File: src/verilog/ctrl_out_defines.svh
// constants for the control output configuration block
// assumes a 200 MHz reference clock
`ifndef CTRL_OUT_DEFINES_SVH
`define CTRL_OUT_DEFINES_SVH
`define CLK_HZ 200000000
`define HOLD_ENTER_S 3
`define HOLD_LEAVE_S 1
`define HOLD_ENTER_CYC (`HOLD_ENTER_S * `CLK_HZ)
`define HOLD_LEAVE_CYC (`HOLD_LEAVE_S * `CLK_HZ)
`define CYCLE_TIME_RST 8'h14
`define SEC_CYC `CLK_HZ
`define MV_FULL 7'h64
`endif

File: src/verilog/ctrl_out_pkg.sv
// types of the control output configuration block
package ctrl_out_pkg;
    typedef enum logic [3:0] {
        FN_NONE = 4'h0,
        FN_HEAT = 4'h1,
        FN_COOL = 4'h2,
        FN_ALM1 = 4'h3,
        FN_ALM2 = 4'h4,
        FN_ALM3 = 4'h5,
        FN_PEND = 4'h6,
        FN_WORK = 4'h7
    } out_fn_t;
    typedef enum logic [1:0] {
        LVL_OPER = 2'b00,
        LVL_INIT = 2'b01
    } level_t;
    typedef struct packed {
        out_fn_t primary_ctrl_route;
        out_fn_t secondary_ctrl_route;
        out_fn_t aux_route_a;
        out_fn_t aux_route_b;
        out_fn_t aux_route_c;
    } route_t;
    typedef struct packed {
        logic unit_fahr;
        logic on_off;
        logic heat_cool;
        logic direct;
    } mode_t;
endpackage

File: src/verilog/cycle_pwm.sv
// time-proportional output over a period given in seconds
// assumes mv is a percentage 0..100 from logic on the same clock
`timescale 1ns/1ps
`include "ctrl_out_defines.svh"
module cycle_pwm #(
    parameter int SEC_CYC = `SEC_CYC
) (
    input wire logic ref_clk_i,
    input wire logic rst_i,
    input wire logic [7:0] period_s_i,
    input wire logic [6:0] mv_i,
    output logic pwm_o
);
    // a slot must be at least one clock long
    if (SEC_CYC < 100) begin : g_bad_sec
        $error("SEC_CYC too small");
    end
    localparam int TW = $clog2(SEC_CYC + 1);
    // each second is split into 100 slots so mv maps directly to slots per second
    localparam logic [TW-1:0] SLOT = TW'(SEC_CYC / 100);
    logic [TW-1:0] tick_r;
    logic [14:0] slot_r;
    logic [14:0] slots;
    assign slots = 15'(period_s_i) * 15'd100;
    always_ff @(posedge ref_clk_i) begin
        if (rst_i) begin
            tick_r <= '0;
            slot_r <= '0;
        end else if (tick_r >= SLOT - 1'b1) begin
            tick_r <= '0;
            // restart on expiry
            if (slot_r + 15'd1 >= slots)
                slot_r <= '0;
            else
                slot_r <= slot_r + 15'd1;
        end else begin
            tick_r <= tick_r + 1'b1;
        end
    end
    always_ff @(posedge ref_clk_i) begin
        if (rst_i)
            pwm_o <= 1'b0;
        else
            pwm_o <= (slot_r < 15'(period_s_i) * 15'(mv_i));
    end
endmodule

File: src/verilog/ctrl_out_cfg.sv
// control output configuration: levels, modes, routing and outputs
// assumes key and compare inputs come from pins, settings from same clock
// How it works
// - temperature unit is Celsius or Fahrenheit, Celsius after reset.
// - operating to setting level needs the key held three seconds.
// - setting to operating level needs the key held one second.
// - 2-PID or ON/OFF control, 2-PID after reset, no ON/OFF if positional.
// - ON/OFF reverse drives output on below set point, off above it.
// - heating and cooling periods are separate, 20 seconds after reset.
// - cooling period only applies under heating/cooling control.
// - current or linear outputs ignore the control period.
// - direct or reverse action, reverse after reset.
// - reset routes heat to out one, none to two, alarms to aux one..three.
// - heating/cooling puts cooling on out two or else on aux two.
// - aux one carries program end in place of alarm one while the pattern is on.
// - a work bit on any output counts as an alarm assigned.
// - after ON/OFF turns off, output waits for pv below sp minus hysteresis if reverse, above sp plus hysteresis if direct.
`timescale 1ns/1ps
`include "ctrl_out_defines.svh"
module ctrl_out_cfg
    import ctrl_out_pkg::*;
#(
    parameter bit HAS_SECONDARY_CTRL_ROUTE = 1'b1,
    parameter bit POSITIONAL = 1'b0,
    parameter bit PRIMARY_CTRL_ROUTE_LINEAR = 1'b0,
    parameter bit SECONDARY_CTRL_ROUTE_LINEAR = 1'b0,
    parameter int HOLD_ENTER_CYC = `HOLD_ENTER_CYC,
    parameter int HOLD_LEAVE_CYC = `HOLD_LEAVE_CYC,
    parameter int SEC_CYC = `SEC_CYC,
    parameter int PV_W = 16
) (
    input wire logic ref_clk_i,
    input wire logic rst_i,
    input wire logic level_key_i,
    input wire logic cfg_we_i,
    input wire mode_t mode_i,
    input wire logic [7:0] heat_cycle_time_i,
    input wire logic [7:0] cool_cycle_time_i,
    input wire logic route_we_i,
    input wire route_t route_i,
    input wire logic pattern_on_i,
    input wire logic signed [PV_W-1:0] pv_i,
    input wire logic signed [PV_W-1:0] sp_i,
    input wire logic [PV_W-2:0] hyst_i,
    input wire logic [6:0] heat_mv_i,
    input wire logic [6:0] cool_mv_i,
    input wire logic [2:0] alarm_i,
    input wire logic prog_end_i,
    input wire logic [2:0] work_i,
    output level_t level_o,
    output mode_t mode_o,
    output route_t route_o,
    output logic alarm_assigned_o,
    output logic ctrl1_o,
    output logic ctrl2_o,
    output logic [2:0] aux_o
);
    // the hold counter is sized by the longer enter count
    if (HOLD_ENTER_CYC < 2 || HOLD_LEAVE_CYC < 2 ||
        HOLD_LEAVE_CYC > HOLD_ENTER_CYC) begin : g_bad_hold
        $error("hold counts out of range");
    end
    if (PV_W < 4) begin : g_bad_pv
        $error("PV_W too small");
    end
    localparam int CW = $clog2(HOLD_ENTER_CYC + 1) + 1;

    // three-stage sync, change taken when stages two and three agree
    logic [2:0] key_sync_r;
    logic key_r;
    always_ff @(posedge ref_clk_i) begin
        if (rst_i) begin
            key_sync_r <= '0;
            key_r <= 1'b0;
        end else begin
            key_sync_r <= {key_sync_r[1:0], level_key_i};
            if (key_sync_r[1] == key_sync_r[2])
                key_r <= key_sync_r[2];
        end
    end

    // the count must restart per press so one long hold moves only once
    logic [CW-1:0] hold_r;
    logic armed_r;
    always_ff @(posedge ref_clk_i) begin
        if (rst_i) begin
            hold_r <= '0;
            armed_r <= 1'b1;
            level_o <= LVL_OPER;
        end else if (!key_r) begin
            hold_r <= '0;
            armed_r <= 1'b1;
        end else begin
            if (hold_r != '1)
                hold_r <= hold_r + 1'b1;
            case (level_o)
                LVL_OPER: begin
                    if (armed_r && hold_r == CW'(HOLD_ENTER_CYC - 1)) begin
                        level_o <= LVL_INIT;
                        armed_r <= 1'b0;
                    end
                end
                LVL_INIT: begin
                    if (armed_r && hold_r == CW'(HOLD_LEAVE_CYC - 1)) begin
                        level_o <= LVL_OPER;
                        armed_r <= 1'b0;
                    end
                end
                default: level_o <= LVL_OPER;
            endcase
        end
    end

    logic [7:0] heat_ct_r;
    logic [7:0] cool_ct_r;
    logic cfg_ok;
    assign cfg_ok = cfg_we_i && level_o == LVL_INIT;
    always_ff @(posedge ref_clk_i) begin
        if (rst_i) begin
            // celsius, pid, standard, reverse
            mode_o <= '0;
            heat_ct_r <= `CYCLE_TIME_RST;
            cool_ct_r <= `CYCLE_TIME_RST;
        end else if (cfg_ok) begin
            mode_o.unit_fahr <= mode_i.unit_fahr;
            mode_o.on_off <= mode_i.on_off && !POSITIONAL;
            mode_o.heat_cool <= mode_i.heat_cool;
            mode_o.direct <= mode_i.direct;
            heat_ct_r <= (heat_cycle_time_i == 8'h00) ? 8'h01
                                                       : heat_cycle_time_i;
            cool_ct_r <= (cool_cycle_time_i == 8'h00) ? 8'h01
                                                       : cool_cycle_time_i;
        end
    end

    // heating/cooling change re-initialises routing; route writes otherwise
    logic hc_chg;
    assign hc_chg = cfg_ok && (mode_i.heat_cool != mode_o.heat_cool);
    always_ff @(posedge ref_clk_i) begin
        if (rst_i) begin
            route_o <= '{FN_HEAT, FN_NONE, FN_ALM1, FN_ALM2, FN_ALM3};
        end else if (hc_chg) begin
            route_o.primary_ctrl_route <= FN_HEAT;
            route_o.aux_route_a <= FN_ALM1;
            route_o.aux_route_c <= FN_ALM3;
            if (mode_i.heat_cool && HAS_SECONDARY_CTRL_ROUTE) begin
                route_o.secondary_ctrl_route <= FN_COOL;
                route_o.aux_route_b <= FN_ALM2;
            end else if (mode_i.heat_cool) begin
                route_o.secondary_ctrl_route <= FN_NONE;
                route_o.aux_route_b <= FN_COOL;
            end else begin
                route_o.secondary_ctrl_route <= FN_NONE;
                route_o.aux_route_b <= FN_ALM2;
            end
        end else if (route_we_i && level_o == LVL_INIT) begin
            route_o <= route_i;
            if (!HAS_SECONDARY_CTRL_ROUTE)
                route_o.secondary_ctrl_route <= FN_NONE;
        end
    end

    // on/off: off at the set point, on again below sp minus hysteresis if reverse, above sp plus hysteresis if direct
    logic signed [PV_W:0] err;
    logic onoff_r;
    assign err = mode_o.direct ? ((PV_W+1)'(pv_i) - (PV_W+1)'(sp_i))
                               : ((PV_W+1)'(sp_i) - (PV_W+1)'(pv_i));
    always_ff @(posedge ref_clk_i) begin
        if (rst_i)
            onoff_r <= 1'b0;
        else if (err <= 0)
            onoff_r <= 1'b0;
        else if (err > $signed({2'b00, hyst_i}))
            onoff_r <= 1'b1;
    end

    logic heat_pwm;
    logic cool_pwm;
    logic [7:0] cool_period;
    // cooling period only matters under heating/cooling
    assign cool_period = mode_o.heat_cool ? cool_ct_r : heat_ct_r;
    cycle_pwm #(.SEC_CYC(SEC_CYC)) u_heat_pwm (
        .ref_clk_i(ref_clk_i),
        .rst_i(rst_i),
        .period_s_i(heat_ct_r),
        .mv_i(heat_mv_i),
        .pwm_o(heat_pwm)
    );
    cycle_pwm #(.SEC_CYC(SEC_CYC)) u_cool_pwm (
        .ref_clk_i(ref_clk_i),
        .rst_i(rst_i),
        .period_s_i(cool_period),
        .mv_i(cool_mv_i),
        .pwm_o(cool_pwm)
    );

    logic heat_act;
    logic cool_act;
    assign heat_act = mode_o.on_off ? onoff_r : heat_pwm;
    assign cool_act = mode_o.on_off ? 1'b0 : cool_pwm;

    function automatic logic fn_val(input out_fn_t f, input logic lin,
                                    input logic pend);
        logic v;
        v = 1'b0;
        case (f)
            // linear outputs show the level, not a period
            FN_HEAT: v = lin ? (heat_mv_i != 7'h00) : heat_act;
            FN_COOL: v = lin ? (cool_mv_i != 7'h00) : cool_act;
            FN_ALM1: v = pend ? prog_end_i : alarm_i[0];
            FN_ALM2: v = alarm_i[1];
            FN_ALM3: v = alarm_i[2];
            FN_PEND: v = prog_end_i;
            FN_WORK: v = |work_i;
            default: v = 1'b0;
        endcase
        return v;
    endfunction

    function automatic logic is_alm(input out_fn_t f);
        return f == FN_ALM1 || f == FN_ALM2 || f == FN_ALM3 || f == FN_WORK;
    endfunction

    always_ff @(posedge ref_clk_i) begin
        if (rst_i) begin
            ctrl1_o <= 1'b0;
            ctrl2_o <= 1'b0;
            aux_o <= '0;
            alarm_assigned_o <= 1'b0;
        end else begin
            ctrl1_o <= fn_val(route_o.primary_ctrl_route, PRIMARY_CTRL_ROUTE_LINEAR, 1'b0);
            ctrl2_o <= HAS_SECONDARY_CTRL_ROUTE &&
                fn_val(route_o.secondary_ctrl_route, SECONDARY_CTRL_ROUTE_LINEAR, 1'b0);
            aux_o[0] <= fn_val(route_o.aux_route_a, 1'b0, pattern_on_i);
            aux_o[1] <= fn_val(route_o.aux_route_b, 1'b0, 1'b0);
            aux_o[2] <= fn_val(route_o.aux_route_c, 1'b0, 1'b0);
            alarm_assigned_o <= is_alm(route_o.primary_ctrl_route) ||
                is_alm(route_o.secondary_ctrl_route) ||
                is_alm(route_o.aux_route_a) || is_alm(route_o.aux_route_b) ||
                is_alm(route_o.aux_route_c);
        end
    end

    a_reset_defaults: assert property (@(posedge ref_clk_i)
        $past(rst_i) |-> !mode_o.unit_fahr && !mode_o.on_off &&
        !mode_o.direct && heat_ct_r == `CYCLE_TIME_RST &&
        cool_ct_r == `CYCLE_TIME_RST)
        else $error("reset defaults wrong");
    a_reset_route: assert property (@(posedge ref_clk_i)
        $past(rst_i) |-> route_o.primary_ctrl_route == FN_HEAT &&
        route_o.secondary_ctrl_route == FN_NONE &&
        route_o.aux_route_a == FN_ALM1 && route_o.aux_route_b == FN_ALM2 &&
        route_o.aux_route_c == FN_ALM3)
        else $error("reset routing wrong");
    a_enter_hold: assert property (@(posedge ref_clk_i) disable iff (rst_i)
        !$past(rst_i) && $rose(level_o == LVL_INIT) |->
        hold_r == CW'(HOLD_ENTER_CYC))
        else $error("entered setting level early");
    a_leave_hold: assert property (@(posedge ref_clk_i) disable iff (rst_i)
        !$past(rst_i) && $rose(level_o == LVL_OPER) |->
        hold_r == CW'(HOLD_LEAVE_CYC))
        else $error("left setting level early");
    a_no_positional: assert property (@(posedge ref_clk_i)
        disable iff (rst_i) POSITIONAL |-> !mode_o.on_off)
        else $error("on/off on positional variant");
    a_onoff_off: assert property (@(posedge ref_clk_i) disable iff (rst_i)
        mode_o.on_off && !mode_o.direct && pv_i >= sp_i |=> !onoff_r)
        else $error("on/off output not off above sp");
    a_onoff_hyst: assert property (@(posedge ref_clk_i) disable iff (rst_i)
        !onoff_r && err <= $signed({2'b00, hyst_i}) |=> !onoff_r)
        else $error("on/off resumed inside hysteresis");
    a_cool_reroute: assert property (@(posedge ref_clk_i) disable iff (rst_i)
        hc_chg && mode_i.heat_cool |=>
        (HAS_SECONDARY_CTRL_ROUTE ? route_o.secondary_ctrl_route == FN_COOL
                  : route_o.aux_route_b == FN_COOL))
        else $error("cooling not reassigned");
    a_prog_end: assert property (@(posedge ref_clk_i) disable iff (rst_i)
        pattern_on_i && route_o.aux_route_a == FN_ALM1 |=>
        aux_o[0] == $past(prog_end_i))
        else $error("program end not on aux one");
    a_work_alarm: assert property (@(posedge ref_clk_i) disable iff (rst_i)
        route_o.aux_route_c == FN_WORK |=> alarm_assigned_o)
        else $error("work bit not counted as alarm");
endmodule

File: config.mk
export PLATFORM = sky130hd
export DESIGN_NAME = ctrl_out_cfg
export DESIGN_NICKNAME = d
export VERILOG_FILES = /design/src/verilog/ctrl_out_pkg.sv /design/src/verilog/cycle_pwm.sv /design/src/verilog/ctrl_out_cfg.sv
export VERILOG_INCLUDE_DIRS = /design/src /design/src/verilog
export SDC_FILE = /design/constraint.sdc
export NUM_CORES = 1
export LEC_CHECK = 0
export BUFFER_PORTS_ARGS = -buffer_cell sky130_fd_sc_hd__buf_4
export CORE_MARGIN = 3
export CORE_UTILIZATION = 55
export CTS_CLUSTER_DIAMETER = 200
export DETAILED_ROUTE_END_ITERATION = 10
export PLACE_DENSITY = 0.88
export SLEW_MARGIN = 25
export SYNTH_ARGS = -nofsm -noshare
export SYNTH_HDL_FRONTEND = slang
export SYNTH_SLANG_ARGS = --single-unit
File: constraint.sdc
create_clock -name ref_clk_i -period 5.4 [get_ports ref_clk_i]
set_input_delay 0.54 -clock ref_clk_i [delete_from_list [all_inputs] [get_ports ref_clk_i]]
set_output_delay 0.54 -clock ref_clk_i [all_outputs]
set_load 0.05 [all_outputs]
==> results.toml <==
[clocking]
clk_path_buf_depth = 2
cts_sinks = 172
clkTransAtPathRegs_ns = 0.07
cts_inserted_buffers = 17
htreeDepth = 4
root_buffer = "clkbuf_16"
insertion_delay_ns = 0.44
hold_buffers = 0
cts_tree = "done"

[grt]
grt_remaining_overflow = 0
grt_pass1_vias = 13700
grt_pass1_wl_mm = 63.0
grt_start_max_net_pins = 48
antenna_found_initial = 1
grt_use_total = 0.256

[pwr]
cellPowerDensity_nw_per_um2 = 178
ir_worst_vdd_uv = 195
leakage_nw = 8.54

[synthesis]
synth_edf_count = 0
synth-main-ff-cell = "dfxtp_1"
ys_warn_count = 0
ys_top_cells_by_count = "ha_1 (230), inv_1 (180), dfxtp_1 (172), nand2_1 (150), nor2_1 (122)"
avgSynthCellArea_um2 = 8.50
ys_seq_area_frac = 0.226
syn_inst = 1793
yosysMostFrequentCell = "ha_1"
ys_ff_latch = 172
yosys-top-cells-area = "dfxtp_1 (23%), ha_1 (19%), fa_1 (8.7%), inv_1 (4.4%), xnor2_1 (3.9%)"
synth_top_area_frac = 0.226
syn_area_um2 = 15200
async_flop_share = 0
synth_cell_types = 74
synth_top_cell_by_area = "dfxtp_1"

[routing]
routed_wl_mm = 40.0
wl_met1_mm = 16.7
drtIter0Drc = 1019
drc_errors = 0
vias = 13700
viasPerCell = 5.78
met2WireLength_mm = 19.6
post_drt_wl_per_cell_um = 17.0
ant_nets = 0
first_pass_iters = 6
highest_layer = "met4"
dr_wl_met3_mm = 2.31

[sta]
fin_skew_ns = 0.0151
fmax_ghz = 0.187
finalHoldViolCount = 0
tightest_slew_ns = 0.984
grt_setup_unrepaired = "true"
slew_violations = 0
setup_violations = 0
post-route-min-period_ns = 5.35
relSlewSlack = 0.344
min_period_over_period = 0.991

[final_layout]
layout-drive-gt1-share = 0.158
area_growth_pct = 17.7
diodes = 0
layout.nets = 2386
final_util = 0.662
stdcell_count = 2361

[floorplanning]
pin_count = 146
die_h_um = 172
die-area_um2 = 29800
core-area_um2 = 27100
rows = 60
die_width_um = 172
initial_utilization = 0.563

[job]
maxCapViolCount = 0

[run_status]
status = "finished, final reports clean"

[place]
numPortBuffers = 144
dpl.cell_count = 2314
gp_congestion = 0.921
dpl.hpwl_mm = 29.0

[worst_setup_path]
critPathArrivalTime_ns = 5.73
path_class = "flip-flop to flip-flop"
required_ns = 5.78
end_kind = "flip-flop"
start_kind = "flip-flop"
worstPathMaxFanout = 5

[min_path]
hold_path.class = "input pin to flip-flop"
-- critical path, cell delays in order, from the launching register on --
cell	delay, ns
dfxtp_4	0.39
mux2_4	0.32
and2_4	0.16
fa_1	0.58
inv_2	0.06
fa_1	0.56
inv_2	0.05
fa_1	0.49
inv_2	0.04
fa_1	0.54
inv_2	0.06
ha_4	0.25
inv_4	0.07
a21oi_4	0.03
o21ai_2	0.17
a21boi_2	0.10
o2111ai_2	0.22
nand2_1	0.11
nor2_2	0.10
xor2_1	0.18
ha_1	0.27
nand4_1	0.10
o21ai_1	0.09
nor3_2	0.15
nand2_1	0.09
o21ai_1	0.12
-- flip-flops by register name, summed over array words and instances, names as in the netlist, 3 cells and up --
name               cells
u_cool_pwm.slot_r     15
heat_ct_r              8
u_heat_pwm.slot_r     15
u_cool_pwm.tick_r     28
key_sync_r             3
aux_o                  3
route_o               20
cool_ct_r              8
hold_r                31
u_heat_pwm.tick_r     28
mode_o                 4
-- routing by layer --
layer,track usage,up-vias
li1,-,6504
met1,0.319,6524
met2,0.443,495
met3,0.0446,134
met4,0.0975,0
met5,0,-
-- layout make-up --
| type | count | area (um^2) |
|---|---|---|
| multi-input combinational | 1408 | 11200 |
| clock buffer | 17 | 425 |
| tap | 372 | 465 |
| fill | 2037 | 9160 |
| sequential | 172 | 3460 |
| inverter | 181 | 686 |
| clock inverter | 15 | 179 |
| timing repair buffer | 196 | 1530 |
-- where the power goes --
group	total, W	switching [W]	internal, W	leakage (nW)
clock network	0.00127	0.000601	0.000664	0.296
registers	0.00131	0.0000195	0.00129	1.40
logic	0.000629	0.000338	0.000291	6.85
-- what timing repair did --
action	in CTS	in global routing
buffers inserted	5	9
pin swaps	15	42
hold endpoints to repair	0	0
cloned	0	1
endpoints found under the setup margin	1	16
gates resized for setup	16	61
-- cell usage in the layout, fill, tap and decap left out, drive strengths merged, types with 32 or more instances in the layout --
cell type,Yosys,layout
inv,180,187
xnor2,68,68
nor2b,48,48
dfxtp,172,172
nand2,150,150
nand3,60,60
ha,230,230
buf,10,196
o21ai,67,67
nor2,122,122
xor2,68,68
fa,66,66
a21o,32,32
a21oi,112,112
and2,64,64
-- path summary, 6_finish.rpt --
| check | slack [ns] | startpoint | to | cells past startpoint |
|---|---|---|---|---|
| worst max-delay path | 0.05 | mode_o[1]$_SDFFE_PP0P_ | u_cool_pwm.pwm_o$_SDFF_PP0_ | 25 |
| worst min-delay path | 0.31 | route_i[2] | route_o[2]$_SDFFE_PP1P_ | 3 |
| worst max register to register | 0.05 | mode_o[1]$_SDFFE_PP0P_ | u_cool_pwm.pwm_o$_SDFF_PP0_ | 25 |
| worst min register to register | 0.46 | key_sync_r[0]$_SDFF_PP0_ | key_sync_r[1]$_SDFF_PP0_ | 1 |
-- cell families (layout without fill, tap and decap cells) --
family / count (synthesis) / count (layout) / synth area share
and+or+nand+nor: 615 / 615 / 0.205
AOI/OAI and AO/OA: 314 / 314 / 0.132
adders and majority gates: 296 / 296 / 0.275
buffers and inverters: 227 / 409 / 0.0572
DFF: 172 / 172 / 0.226
xor gates and xnor gates: 136 / 136 / 0.0781
muxes: 32 / 32 / 0.0262
other: 1 / 15 / 0.000246
-- per-stage QoR --
| stage | cell area (um^2) | power [W] | hold slack, ns | setup TNS (ns) | setup WS (ns) |
|---|---|---|---|---|---|
| finish | 17900 | 0.00320 | 0.307 | 0 | 0.0459 |
| global route | 17900 | 0.00333 | 0.320 | -0.591 | -0.147 |
| CTS | 17700 | 0.00318 | 0.303 | 0 | 0.0219 |
| detailed placement | 17000 | 0.00192 | 0.445 | -0.479 | -0.292 |
| global placement | 17000 | 0.00190 | 0.426 | -0.221 | -0.221 |
| floorplan | 15300 | 0.00173 | 0.414 | 0 | 0.000105 |
(Power assumes the default switching activity.)
